--- src/common/jtp_params.svh ---
// Purpose: Constants for the boundary-scan test access port
// Assumes: Included by bare name from design files
// Notes:   Instruction and data register layout of the port
`ifndef JTP_PARAMS_SVH
`define JTP_PARAMS_SVH

// Instruction register
`define JTP_IR_W          4
`define JTP_IR_CAPTURE    4'h1
`define JTP_INS_EXTEST    4'h0
`define JTP_INS_IDCODE    4'h1
`define JTP_INS_BYPASS    4'hF

// Identification register; value is arbitrary
`define JTP_ID_W          32
`define JTP_ID_VALUE      32'h1234_5671

// Synchroniser depth for pin inputs
`define JTP_SYNC_STAGES   2

`endif

--- src/common/jtp_pkg.sv ---
// Purpose: Types for the boundary-scan test access port
// Assumes: Used by scoped name only
// Notes:   Sixteen controller states, encoded 0 to 15 in declaration order
package jtp_pkg;

    typedef enum logic [3:0] {
        TEST_LOGIC_RESET,
        RUN_TEST_IDLE,
        SELECT_DR,
        CAPTURE_DR,
        SHIFT_DR,
        EXIT1_DR,
        PAUSE_DR,
        EXIT2_DR,
        UPDATE_DR,
        SELECT_IR,
        CAPTURE_IR,
        SHIFT_IR,
        EXIT1_IR,
        PAUSE_IR,
        EXIT2_IR,
        UPDATE_IR
    } jtp_state_t;

endpackage

--- src/jtp_sync.sv ---
// Purpose: Two-stage synchroniser for one pin input
// Assumes: Input is asynchronous to clk
// Notes:   First stage feeds only the second stage
`timescale 1ns/1ps

module jtp_sync
#(
    parameter logic INIT = 1'b1         // Value held after reset
)
(
    input  wire logic clk,              // System clock
    input  wire logic rst,              // Synchronous reset, active high
    input  wire logic ce,               // Clock enable
    input  wire logic pinIn,            // Asynchronous input
    output logic      syncOut           // Synchronised copy
);

    logic meta_q;

    // Two flip-flops in series
    always_ff @(posedge clk)
    begin
        if (rst)
        begin
            meta_q  <= INIT;
            syncOut <= INIT;
        end
        else if (ce)
        begin
            meta_q  <= pinIn;
            syncOut <= meta_q;
        end
    end

endmodule

--- src/jtp_tap_port.sv ---
// Purpose: Boundary-scan test access port, oversampling the test clock
// Assumes: clk at 40 MHz, test clock at most an eighth of that
// Notes:   Test reset acts asynchronously on all controller state
// How it works
// Mode select is taken on each rising test clock edge.
// Serial data input is taken on each rising edge into the chosen path.
// Serial data output changes only on falling test clock edges.
// Data output is high impedance except while a scan path is shifting.
// Active-low test reset resets the port at once, without clock edges.
// Controller follows the sixteen-state boundary-scan state machine.
`timescale 1ns/1ps
`include "jtp_params.svh"

module jtp_tap_port
(
    input  wire logic                  clk,        // System clock, 40 MHz
    input  wire logic                  rst,        // Synchronous reset, active high
    input  wire logic                  ce,         // Clock enable, freezes state
    input  wire logic                  tck,        // Test clock pin
    input  wire logic                  tms,        // Test mode select pin
    input  wire logic                  tdi,        // Test data input pin
    input  wire logic                  trstN,      // Test reset pin, active low
    output logic                       tdoOut,     // Test data output value
    output logic                       tdoOe,      // Test data output enable
    output logic [`JTP_IR_W-1:0]       irValue,    // Active instruction
    output logic                       tapInReset  // Controller in reset state
);

    jtp_pkg::jtp_state_t state_q;
    jtp_pkg::jtp_state_t state_d;

    logic                  tckS;
    logic                  tmsS;
    logic                  tdiS;
    logic                  tckPrev_q;
    logic [`JTP_IR_W-1:0]  irShift_q;
    logic [`JTP_ID_W-1:0]  idShift_q;
    logic                  bypass_q;

    // Pin synchronisers
    jtp_sync #(.INIT(1'b0)) uSyncTck (.clk(clk), .rst(rst), .ce(ce), .pinIn(tck), .syncOut(tckS));
    jtp_sync #(.INIT(1'b1)) uSyncTms (.clk(clk), .rst(rst), .ce(ce), .pinIn(tms), .syncOut(tmsS));
    jtp_sync #(.INIT(1'b1)) uSyncTdi (.clk(clk), .rst(rst), .ce(ce), .pinIn(tdi), .syncOut(tdiS));

    // Test clock edge detection
    wire tckRise = ce & tckS & ~tckPrev_q;
    wire tckFall = ce & ~tckS & tckPrev_q;

    // Path selection decode
    wire inShiftDr = (state_q == jtp_pkg::SHIFT_DR);
    wire inShiftIr = (state_q == jtp_pkg::SHIFT_IR);
    wire inShift   = inShiftDr | inShiftIr;
    wire selId     = (irValue == `JTP_INS_IDCODE);
    wire drBit     = selId ? idShift_q[0] : bypass_q;
    wire shiftBit  = inShiftIr ? irShift_q[0] : drBit;

    assign tapInReset = (state_q == jtp_pkg::TEST_LOGIC_RESET);

    // Edge history of the test clock
    always_ff @(posedge clk)
    begin
        if (rst)
            tckPrev_q <= 1'b0;
        else if (ce)
            tckPrev_q <= tckS;
    end

    // Next state from mode select
    always_comb
    begin
        state_d = state_q;
        case (state_q)
            jtp_pkg::TEST_LOGIC_RESET: state_d = tmsS ? jtp_pkg::TEST_LOGIC_RESET
                                                      : jtp_pkg::RUN_TEST_IDLE;
            jtp_pkg::RUN_TEST_IDLE:    state_d = tmsS ? jtp_pkg::SELECT_DR
                                                      : jtp_pkg::RUN_TEST_IDLE;
            jtp_pkg::SELECT_DR:        state_d = tmsS ? jtp_pkg::SELECT_IR
                                                      : jtp_pkg::CAPTURE_DR;
            jtp_pkg::CAPTURE_DR:       state_d = tmsS ? jtp_pkg::EXIT1_DR
                                                      : jtp_pkg::SHIFT_DR;
            jtp_pkg::SHIFT_DR:         state_d = tmsS ? jtp_pkg::EXIT1_DR
                                                      : jtp_pkg::SHIFT_DR;
            jtp_pkg::EXIT1_DR:         state_d = tmsS ? jtp_pkg::UPDATE_DR
                                                      : jtp_pkg::PAUSE_DR;
            jtp_pkg::PAUSE_DR:         state_d = tmsS ? jtp_pkg::EXIT2_DR
                                                      : jtp_pkg::PAUSE_DR;
            jtp_pkg::EXIT2_DR:         state_d = tmsS ? jtp_pkg::UPDATE_DR
                                                      : jtp_pkg::SHIFT_DR;
            jtp_pkg::UPDATE_DR:        state_d = tmsS ? jtp_pkg::SELECT_DR
                                                      : jtp_pkg::RUN_TEST_IDLE;
            jtp_pkg::SELECT_IR:        state_d = tmsS ? jtp_pkg::TEST_LOGIC_RESET
                                                      : jtp_pkg::CAPTURE_IR;
            jtp_pkg::CAPTURE_IR:       state_d = tmsS ? jtp_pkg::EXIT1_IR
                                                      : jtp_pkg::SHIFT_IR;
            jtp_pkg::SHIFT_IR:         state_d = tmsS ? jtp_pkg::EXIT1_IR
                                                      : jtp_pkg::SHIFT_IR;
            jtp_pkg::EXIT1_IR:         state_d = tmsS ? jtp_pkg::UPDATE_IR
                                                      : jtp_pkg::PAUSE_IR;
            jtp_pkg::PAUSE_IR:         state_d = tmsS ? jtp_pkg::EXIT2_IR
                                                      : jtp_pkg::PAUSE_IR;
            jtp_pkg::EXIT2_IR:         state_d = tmsS ? jtp_pkg::UPDATE_IR
                                                      : jtp_pkg::SHIFT_IR;
            jtp_pkg::UPDATE_IR:        state_d = tmsS ? jtp_pkg::SELECT_DR
                                                      : jtp_pkg::RUN_TEST_IDLE;
            default:                   state_d = jtp_pkg::TEST_LOGIC_RESET;
        endcase
    end

    // Controller state, advanced on rising test clock edges
    always_ff @(posedge clk or negedge trstN)
    begin
        if (!trstN)
            state_q <= jtp_pkg::TEST_LOGIC_RESET;
        else if (rst)
            state_q <= jtp_pkg::TEST_LOGIC_RESET;
        else if (tckRise)
            state_q <= state_d;
    end

    // Instruction path: capture, shift, update
    always_ff @(posedge clk or negedge trstN)
    begin
        if (!trstN)
        begin
            irShift_q <= `JTP_IR_CAPTURE;
            irValue   <= `JTP_INS_IDCODE;
        end
        else if (rst)
        begin
            irShift_q <= `JTP_IR_CAPTURE;
            irValue   <= `JTP_INS_IDCODE;
        end
        else if (tckRise)
        begin
            if (state_q == jtp_pkg::CAPTURE_IR)
                irShift_q <= `JTP_IR_CAPTURE;
            else if (inShiftIr)
                irShift_q <= {tdiS, irShift_q[`JTP_IR_W-1:1]};
            if (state_q == jtp_pkg::UPDATE_IR)
                irValue <= irShift_q;
            else if (tapInReset)
                irValue <= `JTP_INS_IDCODE;
        end
    end

    // Data paths: identification and bypass
    always_ff @(posedge clk or negedge trstN)
    begin
        if (!trstN)
        begin
            idShift_q <= `JTP_ID_VALUE;
            bypass_q  <= 1'b0;
        end
        else if (rst)
        begin
            idShift_q <= `JTP_ID_VALUE;
            bypass_q  <= 1'b0;
        end
        else if (tckRise)
        begin
            if (state_q == jtp_pkg::CAPTURE_DR)
            begin
                idShift_q <= `JTP_ID_VALUE;
                bypass_q  <= 1'b0;
            end
            else if (inShiftDr)
            begin
                if (selId)
                    idShift_q <= {tdiS, idShift_q[`JTP_ID_W-1:1]};
                else
                    bypass_q <= tdiS;
            end
        end
    end

    // Data output, moved only on falling edges, enabled while shifting
    always_ff @(posedge clk or negedge trstN)
    begin
        if (!trstN)
        begin
            tdoOut <= 1'b0;
            tdoOe  <= 1'b0;
        end
        else if (rst)
        begin
            tdoOut <= 1'b0;
            tdoOe  <= 1'b0;
        end
        else if (tckFall)
        begin
            tdoOut <= inShift ? shiftBit : 1'b0;
            tdoOe  <= inShift;
        end
    end

    // Checks
    a_tms_idle_hold: assert property (@(posedge clk) disable iff (rst || !trstN)
        (tckRise && state_q == jtp_pkg::RUN_TEST_IDLE && !tmsS)
            |=> state_q == jtp_pkg::RUN_TEST_IDLE)
        else $error("Idle state left with mode select low");

    a_tdi_bypass_take: assert property (@(posedge clk) disable iff (rst || !trstN)
        (tckRise && inShiftDr && !selId) |=> bypass_q == $past(tdiS))
        else $error("Bypass bit did not take data input");

    // Test reset may move the output off any edge, so samples taken in reset are skipped
    a_tdo_on_fall: assert property (@(posedge clk) disable iff (rst || !trstN)
        (trstN && (tdoOut != $past(tdoOut) || tdoOe != $past(tdoOe)))
            |-> $past(tckFall))
        else $error("Data output changed away from a falling edge");

    a_tdo_enable_shift: assert property (@(posedge clk) disable iff (rst || !trstN)
        $rose(tdoOe) |-> $past(tckFall && inShift))
        else $error("Data output enabled outside a shift state");

    a_trst_forces_reset: assert property (@(posedge clk) disable iff (rst)
        !trstN |-> (tapInReset && !tdoOe && irValue == `JTP_INS_IDCODE))
        else $error("Test reset did not reset the port");

    a_tap_reset_walk: assert property (@(posedge clk) disable iff (rst || !trstN)
        (tckRise && state_q == jtp_pkg::SELECT_IR && tmsS)
            |=> state_q == jtp_pkg::TEST_LOGIC_RESET)
        else $error("Select-IR with mode select high missed reset");

    a_tap_update_idle: assert property (@(posedge clk) disable iff (rst || !trstN)
        (tckRise && state_q == jtp_pkg::UPDATE_DR && !tmsS)
            |=> state_q == jtp_pkg::RUN_TEST_IDLE ##1 !tckRise [*1])
        else $error("Update-DR did not return to idle");

endmodule

--- config.mk ---
export PLATFORM = sky130hd
export DESIGN_NAME = jtp_tap_port
export DESIGN_NICKNAME = d
export VERILOG_FILES = /design/src/common/jtp_pkg.sv /design/src/jtp_sync.sv /design/src/jtp_tap_port.sv
export VERILOG_INCLUDE_DIRS = /design/src /design/src/common
export SDC_FILE = /design/constraint.sdc
export NUM_CORES = 1
export LEC_CHECK = 0
export BUFFER_PORTS_ARGS = -buffer_cell sky130_fd_sc_hd__buf_2
export CAP_MARGIN = 20
export CORE_AREA = 2 2 77 64
export CTS_BUF_LIST = sky130_fd_sc_hd__clkbuf_4 sky130_fd_sc_hd__clkbuf_8
export DETAILED_ROUTE_END_ITERATION = 12
export DIE_AREA = 0 0 79 66
export PLACE_DENSITY_LB_ADDON = 0.1
export REMOVE_ABC_BUFFERS = 1
export SYNTH_ARGS = -nofsm -noshare
export SYNTH_HDL_FRONTEND = slang
export SYNTH_SLANG_ARGS = --single-unit
--- constraint.sdc ---
create_clock -name clk -period 1.6 [get_ports clk]
set_input_delay 0.08 -clock clk [delete_from_list [all_inputs] [get_ports clk]]
set_output_delay 0.08 -clock clk [all_outputs]
set_load 0.01 [all_outputs]
After elaboration in Yosys (flattened, before gate mapping)
Cells that the tools add are included.

storage, ports and cells
  word-level logic and storage cells = 92
  bits in registers = 54

cells by class
  reductions and logical operators = 14
  equality and inequality tests = 17
  multiplexer cells = 40
  bitwise gates (word level) = 7

operator list
  cell                                                              count
  32-bit two-way mux                                                5
  4-bit two-way mux                                                 14
  4-bit one-hot mux with 12 select lines                            1
  4-bit == test (second input constant)                             8
  4-bit by 3-bit == test with 1-bit output (second input constant)  4
  1-bit two-way mux                                                 15
  3-bit nonzero test                                                4
  4-bit by 1-bit == test with 1-bit output (second input constant)  2
  4-bit by 2-bit == test with 1-bit output (second input constant)  2
  2-bit two-way mux                                                 3
  3-bit two-way mux                                                 2
  3-bit AND reduction                                               2
  1-bit bitwise AND                                                 4
  4-bit logical NOT                                                 1
  2-bit AND reduction                                               2
  2-bit nonzero test                                                2
  2-bit OR reduction                                                2
  3-bit by 2-bit != test with 1-bit output (second input constant)  1
  3-bit OR reduction                                                1
  1-bit NOT                                                         2
  1-bit bitwise OR                                                  1

Longest topological paths before layout
Gate-level depths: netlist (run 1).

  depth in word-level cells = 6
  mapped depth = 7
  gate-level depth less buffers = 4

Hierarchy
From an unflattened synthesis (run 1), not the netlist that was laid out.

second synthesis, totals
  cells, all modules = 207
  area, all modules = 2394.8 um^2

by module, submodules not included
  module                    times used  area each (um^2)  cells each
  jtp_tap_port              1           2187.1            189
  jtp_sync at uSyncTdi ...  2           70.1              6
  jtp_sync at uSyncTck      1           67.6              6

Worst setup path after synthesis (run 1)
OpenSTA, ideal clock, no wires.

  path type = reg2reg
  from = reg irValue[0]
  to = reg idShift_q[17]
  arrival time = 1633 ps
  path slack = -154 ps
  cell stages (with the launch flop) = 7
  data required time = 1479 ps
  cell sequence = dfstp_2 nor4b_2 a21oi_1 o21ba_1 buf_6 buf_6 a22o_1

on the way
  word-level cells in the longest chain between the ends = 3

ends and longest elaborated chain
  element                                                    line                 source
  start: declaration                                         jtp_tap_port.sv:25   output logic [`JTP_IR_W-1:0] irValue,
  start signal: assignment                                   jtp_tap_port.sv:126  irValue <= `JTP_INS_IDCODE;
  start signal: assignment                                   jtp_tap_port.sv:131  irValue <= `JTP_INS_IDCODE;
  start signal: assignment                                   jtp_tap_port.sv:140  irValue <= irShift_q;
  4-bit by 1-bit == test with 1-bit output (no source line)  -
  3-bit nonzero test (no source line)                        -
  3-bit AND reduction (no source line)                       -
  end signal: assignment                                     jtp_tap_port.sv:151  idShift_q <= `JTP_ID_VALUE;
  end signal: assignment                                     jtp_tap_port.sv:156  idShift_q <= `JTP_ID_VALUE;
  end signal: assignment                                     jtp_tap_port.sv:163  idShift_q <= `JTP_ID_VALUE;
  end: declaration                                           jtp_tap_port.sv:37   logic [`JTP_ID_W-1:0] idShift_q;

No other way between the ends.
A chain may end at the register's enable or synchronous reset.

Worst setup path in the final report (run 1)
  from = reg state_q[0]
  to = out tapInReset

on the way
  word-level cells in the longest chain between the ends = 1

ends and longest elaborated chain
  element                   line                 source
  start: declaration        jtp_tap_port.sv:29   jtp_pkg::jtp_state_t state_q;
  start signal: assignment  jtp_tap_port.sv:113  state_q <= jtp_pkg::TEST_LOGIC_RESET;
  start signal: assignment  jtp_tap_port.sv:115  state_q <= jtp_pkg::TEST_LOGIC_RESET;
  start signal: assignment  jtp_tap_port.sv:117  state_q <= state_d;
  4-bit logical NOT         jtp_tap_port.sv:57   assign tapInReset = (state_q == jtp_pkg::TEST_LOGIC_RESET);
  end: declaration          jtp_tap_port.sv:26   output logic tapInReset

No other way between the ends.

==> flow_summary.yaml, run 1 <==
outcome:
  outcome: "finished, violations left"
  violations: "negative setup slack"
placement:
  numPortBuffers: 13
  place_ws_ns: -0.226
  hpwl_mm: 3.35
  dp.cells: 286
  place.gp.congestion: 0.835
timing:
  slew_viol_final: 0
  setup_violations: 38
  final.period_utilization_pct: 112
  hold_violations: 0
  clock_skew_ns: 0.0140
  clock.fmax_ghz: 0.559
  rsz0062_at_grt: "true"
  setup_ws_ns: -0.190
  slew_headroom_pct: 61.8
  period_needed_ns: 1.79
  tightest_slew_ns: 0.573
logic_synthesis:
  syn-mean-instance-area_sq_um: 11.6
  yosys.area.top_type: "dfrtp_1"
  netlist.area_leader.share_pct: 33.5
  synth-seq-cells: 54
  synthTopCellsByArea: "dfrtp_1 33%, dfstp_2 16%, a22o_1 8.1%"
  yosysSeqAreaShare_pct: 55.8
  async_reset_ff_share_pct: 87.0
  synth_area_sq_um: 2390
  synth_cell_types: 47
  yosysWarnings: 0
  synthFlopType: "dfrtp_1"
  synth_cells: 206
  synth_edf_count: 0
setup_path:
  crit_required_ns: 1.52
  worst_setup_path_end_kind: "primary output"
  cp_cell_sequence: "buf_6 > or4_4 > buf_6 > inv_2 > buf_6"
  path_common_cell: "buf_6"
  crit_type: "flip-flop to primary output"
  critPathMaxFanout: 4
  arrival_ns: 1.71
  cp_slowest_cell: "or4_4"
  critPathTopFamily: "simple AND/OR/NAND/NOR gates"
  crit_buf_inv: 4
  crit_path_max_incr_delay_ns: 0.56
  worst_setup_path_start_kind: "flip-flop"
drt:
  wl_per_cell_um: 17.4
  first_pass_iters: 4
  via_count: 1839
  antenna_left: 0
  vias_per_cell: 6.01
  wl_mm: 5.33
  drc: 0
  drt_iter0_markers: 131
clocking:
  cts-htree-levels: 2
  clkTransAtPathRegs_ns: 0.10
  cts.sinks: 54
  insertion_delay_ns: 0.30
  cts_made_buffers: 5
  clockBufferDepth: 2
  cts_tree: "yes"
  clockRootBuffer: "clkbuf_8"
finish:
  area_growth_pct: 24.5
  drive_gt1_share_pct: 37.4
  antennaDiodeCount: 0
  fillers: 340
  final_cells: 306
  finalNetCount: 252
grt:
  global_route.usage.met2_pct: 33.1
  grt_use_met1_pct: 32.7
  use_met3_pct: 4.64
  gr-usage-all-layers_pct: 21.9
  grt_pass1_wl_mm: 8.80
  antenna_found_initial: 0
  grt_max_degree: 48
  globalRouteOverflowTotal: 0
  first_global_vias: 1766
  grt-busiest-layer: "met2"
power_and_ir_drop:
  leakage_nw: 1.27
  power.total_mw: 2.27
  p_per_area_nw_per_um2: 763
  irDropWorstVdd_uv: 618
floorplanning:
  rows: 22
  pin_count: 14
  core_area_sq_um: 4460
  start_util_pct: 53.7
  die_y_um: 66
  dieArea_sq_um: 5210
  dieWidth_um: 79
flow_run:
  cap_viol_max_count: 0
worst_hold_path:
  min-delay-path-class: "primary input to flip-flop"
[layout by cell type (no fill, tap or decap), drive strengths merged, types with 2 or more instances in the layout]
| cell type | n |
|---|---|
| dlygate4sd3 | 3 |
| o211ai | 3 |
| nand2 | 8 |
| clkinvlp | 2 |
| mux2i | 3 |
| o22ai | 2 |
| inv | 5 |
| a221oi | 2 |
| nor4b | 3 |
| o21ai | 4 |
| a211o | 6 |
| nor2b | 6 |
| dfrtp | 32 |
| nand2b | 3 |
| a21oi | 12 |
| nand4 | 2 |
| dfstp | 15 |
| o2111ai | 2 |
| or3 | 3 |
| clkbuf | 6 |
| nor3 | 8 |
| dfxtp | 7 |
| buf | 46 |
| o21bai | 2 |
| a22o | 22 |
| o22a | 13 |
| nor2 | 11 |
| nand3 | 2 |
[final cells by class]
| cell class | instances | area [sq um] | share of cell area (%) |
|---|---|---|---|
| Inverter | 5 | 18.8 | 0.630 |
| Sequential cell | 54 | 1340 | 44.8 |
| Multi-Input combinational cell | 130 | 1040 | 35.0 |
| Timing Repair Buffer | 49 | 417 | 14.0 |
| Tap cell | 60 | 75.1 | 2.52 |
| Clock buffer | 6 | 76.3 | 2.56 |
| Clock inverter | 2 | 15.0 | 0.504 |
[per-stage QoR]
step	hold slack (ns)	area (sq um)	setup TNS (ns)	utilization, %
after floorplan	-0.216	2290	-7.37	-
after global placement	0.191	2660	-4.99	59.5
after detailed placement	0.203	2660	-6.69	59.5
after CTS	0.0142	2880	-4.53	64.6
after global routing	0.0154	2980	-7.62	66.8
final	0.0269	2980	-4.90	66.8
[per-layer routing]
metal | share of wire [%] | vias up
met4 | 1.1 | 0
li1 | - | 852
met1 | 47 | 926
met2 | 48 | 54
met5 | 0 | -
met3 | 3.8 | 7
[what timing repair did]
item / CTS / global route
cloned: 1 / 0
setup endpoints to repair: 40 / 45
pin swaps: 19 / 6
resized for setup: 11 / 20
setup buffers: 6 / 3
hold endpoints to repair: 34 / 0
hold buffers: 3 / 0
[cell families after synthesis]
family                 Yosys count  share of synthesized area (%)
AO/OA/AOI/OAI                   73                           23.7
flip-flops                      54                           55.8
AND/OR/NAND/NOR                 52                           13.7
buffers and inverters           23                           5.12
multiplexers                     4                           1.73
[flip-flops by register name, indices dropped and copies added (netlist names)]
register / flops
uSyncTck.syncOut: 1
irValue: 4
tdoOut: 1
uSyncTms.meta_q: 1
bypass_q: 1
uSyncTms.syncOut: 1
uSyncTdi.syncOut: 1
state_q: 4
uSyncTdi.meta_q: 1
irShift_q: 4
idShift_q: 32
tdoOe: 1
uSyncTck.meta_q: 1
tckPrev_q: 1
[path summary, 6_finish.rpt]
check / start / end / slack [ns] / cells past startpoint
worst max-delay path: state_q[0]$_DFFE_PN0P_ / tapInReset / -0.19 / 5
worst min-delay path: tck / uSyncTck.meta_q$_SDFFE_PP0P_ / 0.03 / 3
worst max register to register: state_q[0]$_DFFE_PN0P_ / idShift_q[7]$_DFFE_PN0P_ / -0.16 / 7
worst min register to register: uSyncTms.meta_q$_SDFFE_PP1P_ / uSyncTms.syncOut$_SDFFE_PP1P_ / 0.47 / 1
max in group asynchronous: trstN / idShift_q[31]$_DFFE_PN0P_ / 0.81 / 3
min in group asynchronous: trstN / state_q[0]$_DFFE_PN0P_ / 0.40 / 3
[worst register-to-register path, cell delays in order (launching register included)]
cell      delay (ns)
dfrtp_1         0.42
buf_4           0.14
nor4bb_2        0.25
buf_4           0.18
a21oi_1         0.05
o21ba_1         0.22
buf_12          0.16
a22o_1          0.24
[report_power, final]
part / switching, mW / internal (mW)
combinational: 0.0822 / 0.0543
sequential: 0.0125 / 1.37
clock: 0.424 / 0.326
[synth_stat cells (2+ instances only)]
| cell type | instances |
|---|---|
| nor2b_1 | 6 |
| mux2i_1 | 3 |
| clkbuf_1 | 10 |
| o21ai_0 | 4 |
| nand2_1 | 7 |
| a221oi_1 | 2 |
| nor2_1 | 11 |
| nand2b_1 | 3 |
| buf_6 | 4 |
| o22ai_1 | 2 |
| a211o_1 | 6 |
| buf_2 | 2 |
| o21bai_1 | 2 |
| dfstp_2 | 15 |
| nor3_1 | 7 |
| a21oi_1 | 12 |
| o2111ai_1 | 2 |
| a22o_1 | 22 |
| o211ai_1 | 3 |
| dfrtp_1 | 32 |
| nand4_1 | 2 |
| inv_1 | 5 |
| o22a_1 | 13 |
| dfxtp_1 | 7 |
| nand3_1 | 2 |
No activity file was read; power rests on OpenSTA's default activity.
==> run 2, diff against run 1 <==
--- a/config.mk
+++ b/config.mk
@@ -8,10 +8,10 @@
 export LEC_CHECK = 0
 export BUFFER_PORTS_ARGS = -buffer_cell sky130_fd_sc_hd__buf_2
 export CAP_MARGIN = 20
-export CORE_AREA = 2 2 77 64
+export CORE_AREA = 2 2 90 75
 export CTS_BUF_LIST = sky130_fd_sc_hd__clkbuf_4 sky130_fd_sc_hd__clkbuf_8
 export DETAILED_ROUTE_END_ITERATION = 12
-export DIE_AREA = 0 0 79 66
+export DIE_AREA = 0 0 92 77
 export PLACE_DENSITY_LB_ADDON = 0.1
 export REMOVE_ABC_BUFFERS = 1
 export SYNTH_ARGS = -nofsm -noshare
==> constraint.sdc (replaced) <==
create_clock -name clk -period 2.2 [get_ports clk]
set_input_delay 0.11 -clock clk [delete_from_list [all_inputs] [get_ports clk]]
set_output_delay 0.11 -clock clk [all_outputs]
set_load 0.01 [all_outputs]
==> run 2 against run 1 <==
  * The flow now finishes without violations
  * Critical path depth down 1
  * Non-clock buffer count is 26 lower
  * Sequential share of layout area increased by 5.4 points
  * Largest power group unchanged
==> flow_summary.yaml, run 2 (synthesis results as in run 1) <==
setup_path:
  critPathMaxFanout: 19
  crit_required_ns: 2.39
  r2r_cells: 4
  crit_type: "flip-flop to flip-flop"
  worst_setup_path_end_kind: "flip-flop"
  worst_setup_path_start_kind: "flip-flop"
  arrival_ns: 2.18
power_and_ir_drop:
  power.total_mw: 1.71
  leakage_nw: 1.10
  power.share.combinational_pct: 4.8
  p_per_area_nw_per_um2: 644
  power_frac_clock_pct: 36.3
  p_int_mw: 1.35
  power_switching_uw: 367
  p_sw_share_pct: 21.4
  irDropWorstVdd_uv: 293
  power_frac_seq_pct: 58.9
clocking:
  post-cts-setup-buffers: 0
  cts_made_buffers: 5
  cts_tree: "yes"
  cts-htree-levels: 2
  clockRootBuffer: "clkbuf_8"
  insertion_delay_ns: 0.30
  cts.sinks: 54
  clockBufferDepth: 2
  cts_resized: 0
  clkTransAtPathRegs_ns: 0.09
outcome:
  outcome: "finished clean"
grt:
  grt_pass1_wl_mm: 8.20
  antenna_found_initial: 0
  grt_max_degree: 46
  gr-usage-all-layers_pct: 14.5
  first_global_vias: 1686
  globalRouteOverflowTotal: 0
timing:
  clock.fmax_ghz: 0.502
  slew_viol_final: 0
  rsz0062_at_grt: "false"
  hold_violations: 0
  final.period_utilization_pct: 90.5
  tightest_slew_ns: 0.681
  tns_ns: 0
  period_needed_ns: 1.99
  setup_violations: 0
  setup_ws_ns: 0.209
  clock_skew_ns: 0.00813
  slew_headroom_pct: 54.6
flow_run:
  cap_viol_max_count: 0
placement:
  dp.cells: 293
  hpwl_mm: 3.14
  numPortBuffers: 13
  place_ws_ns: 0.233
  place.gp.congestion: 0.799
  postPlaceCellArea_sq_um: 2520
finish:
  fin_area_sq_um: 2660
  final_cells: 303
  largest_reg_flops: 32
  area_growth_pct: 11.1
  regMostFlops: "idShift_q"
  layout_commonest_cell: "dfrtp_1"
  finalNetCount: 225
  antennaDiodeCount: 0
  layout_common_cells: "32 x dfrtp_1, 22 x a22o_1, 15 x dfstp_2"
  drive_gt1_share_pct: 24.7
drt:
  antenna_left: 0
  wl_mm: 4.84
  via_count: 1707
  wl_per_cell_um: 16.0
  first_pass_iters: 4
  drt_iter0_markers: 65
  drc: 0
  vias_per_cell: 5.63
worst_hold_path:
  hold_depth: 2
  min-delay-path-class: "primary input to flip-flop"
floorplanning:
  dieWidth_um: 92
  die_y_um: 77
  dieArea_sq_um: 7080
  pin_count: 14
  rows: 26
  core_area_sq_um: 6180
  start_util_pct: 38.7
==> run 2: cell type report <==
type                    instances  area (sq um)
fillers                       608          3520
flip-flops and latches         54          1340
multi-input cells             129           936
repair buffers                 23           155
clock buffers                   8           110
well taps                      84           105
inverters                       5          18.8
==> run 2: path summary, 6_finish.rpt <==
check	startpoint	endpoint	slack (ns)
min in group asynchronous	trstN	idShift_q[11]$_DFFE_PN0P_	0.13
worst max register to register	state_q[2]$_DFFE_PN0P_	idShift_q[17]$_DFFE_PN0P_	0.21
worst max-delay path	state_q[2]$_DFFE_PN0P_	idShift_q[17]$_DFFE_PN0P_	0.21
max in group asynchronous	trstN	idShift_q[20]$_DFFE_PN1P_	1.46
worst min register to register	uSyncTdi.meta_q$_SDFFE_PP1P_	uSyncTdi.syncOut$_SDFFE_PP1P_	0.46
worst min-delay path	tms	uSyncTms.meta_q$_SDFFE_PP1P_	0.02
==> run 2: metrics by stage <==
stage / hold WS, ns / utilization (%)
final: 0.0163 / 43.0
after global placement: 0.303 / 40.8
after detailed placement: 0.324 / 40.8
after floorplan: -0.186 / -
after CTS: 0.0104 / 42.7
after global routing: 0.000991 / 43.0
==> run 2: per-layer routing <==
layer | part of all wire, % | global-route usage, % | up-vias
li1 | - | - | 803
met1 | 51 | 20.8 | 864
met2 | 43 | 21.2 | 33
met3 | 5.1 | 4.13 | 7
met4 | 1.3 | 4.78 | 0
met5 | 0 | 0 | -
==> run 2: repair_timing <==
action | 4_1_cts | 5_1_grt
hold buffers | 1 | 0
endpoints found under the hold margin | 32 | 0
setup endpoints to repair | 0 | 0
==> run 2: power by group through the flow <==
stage / clock [mW] / combinational, mW / sequential (mW)
6_report: 0.623 / 0.0819 / 1.01
5_1_grt: 0.698 / 0.0936 / 1.01
4_1_cts: 0.642 / 0.0796 / 1.01
3_5_place_dp: 0 / 0.0782 / 1.03
3_3_place_gp: 0 / 0.0747 / 1.03
2_1_floorplan: 0 / 0.0305 / 1.03
==> run 2: worst max-delay path, cell delays in order, from the launching register on <==
cell	delay, ns
dfrtp_1	0.53
nor4bb_1	0.47
a21oi_1	0.12
o21ba_1	0.43
a22o_1	0.33
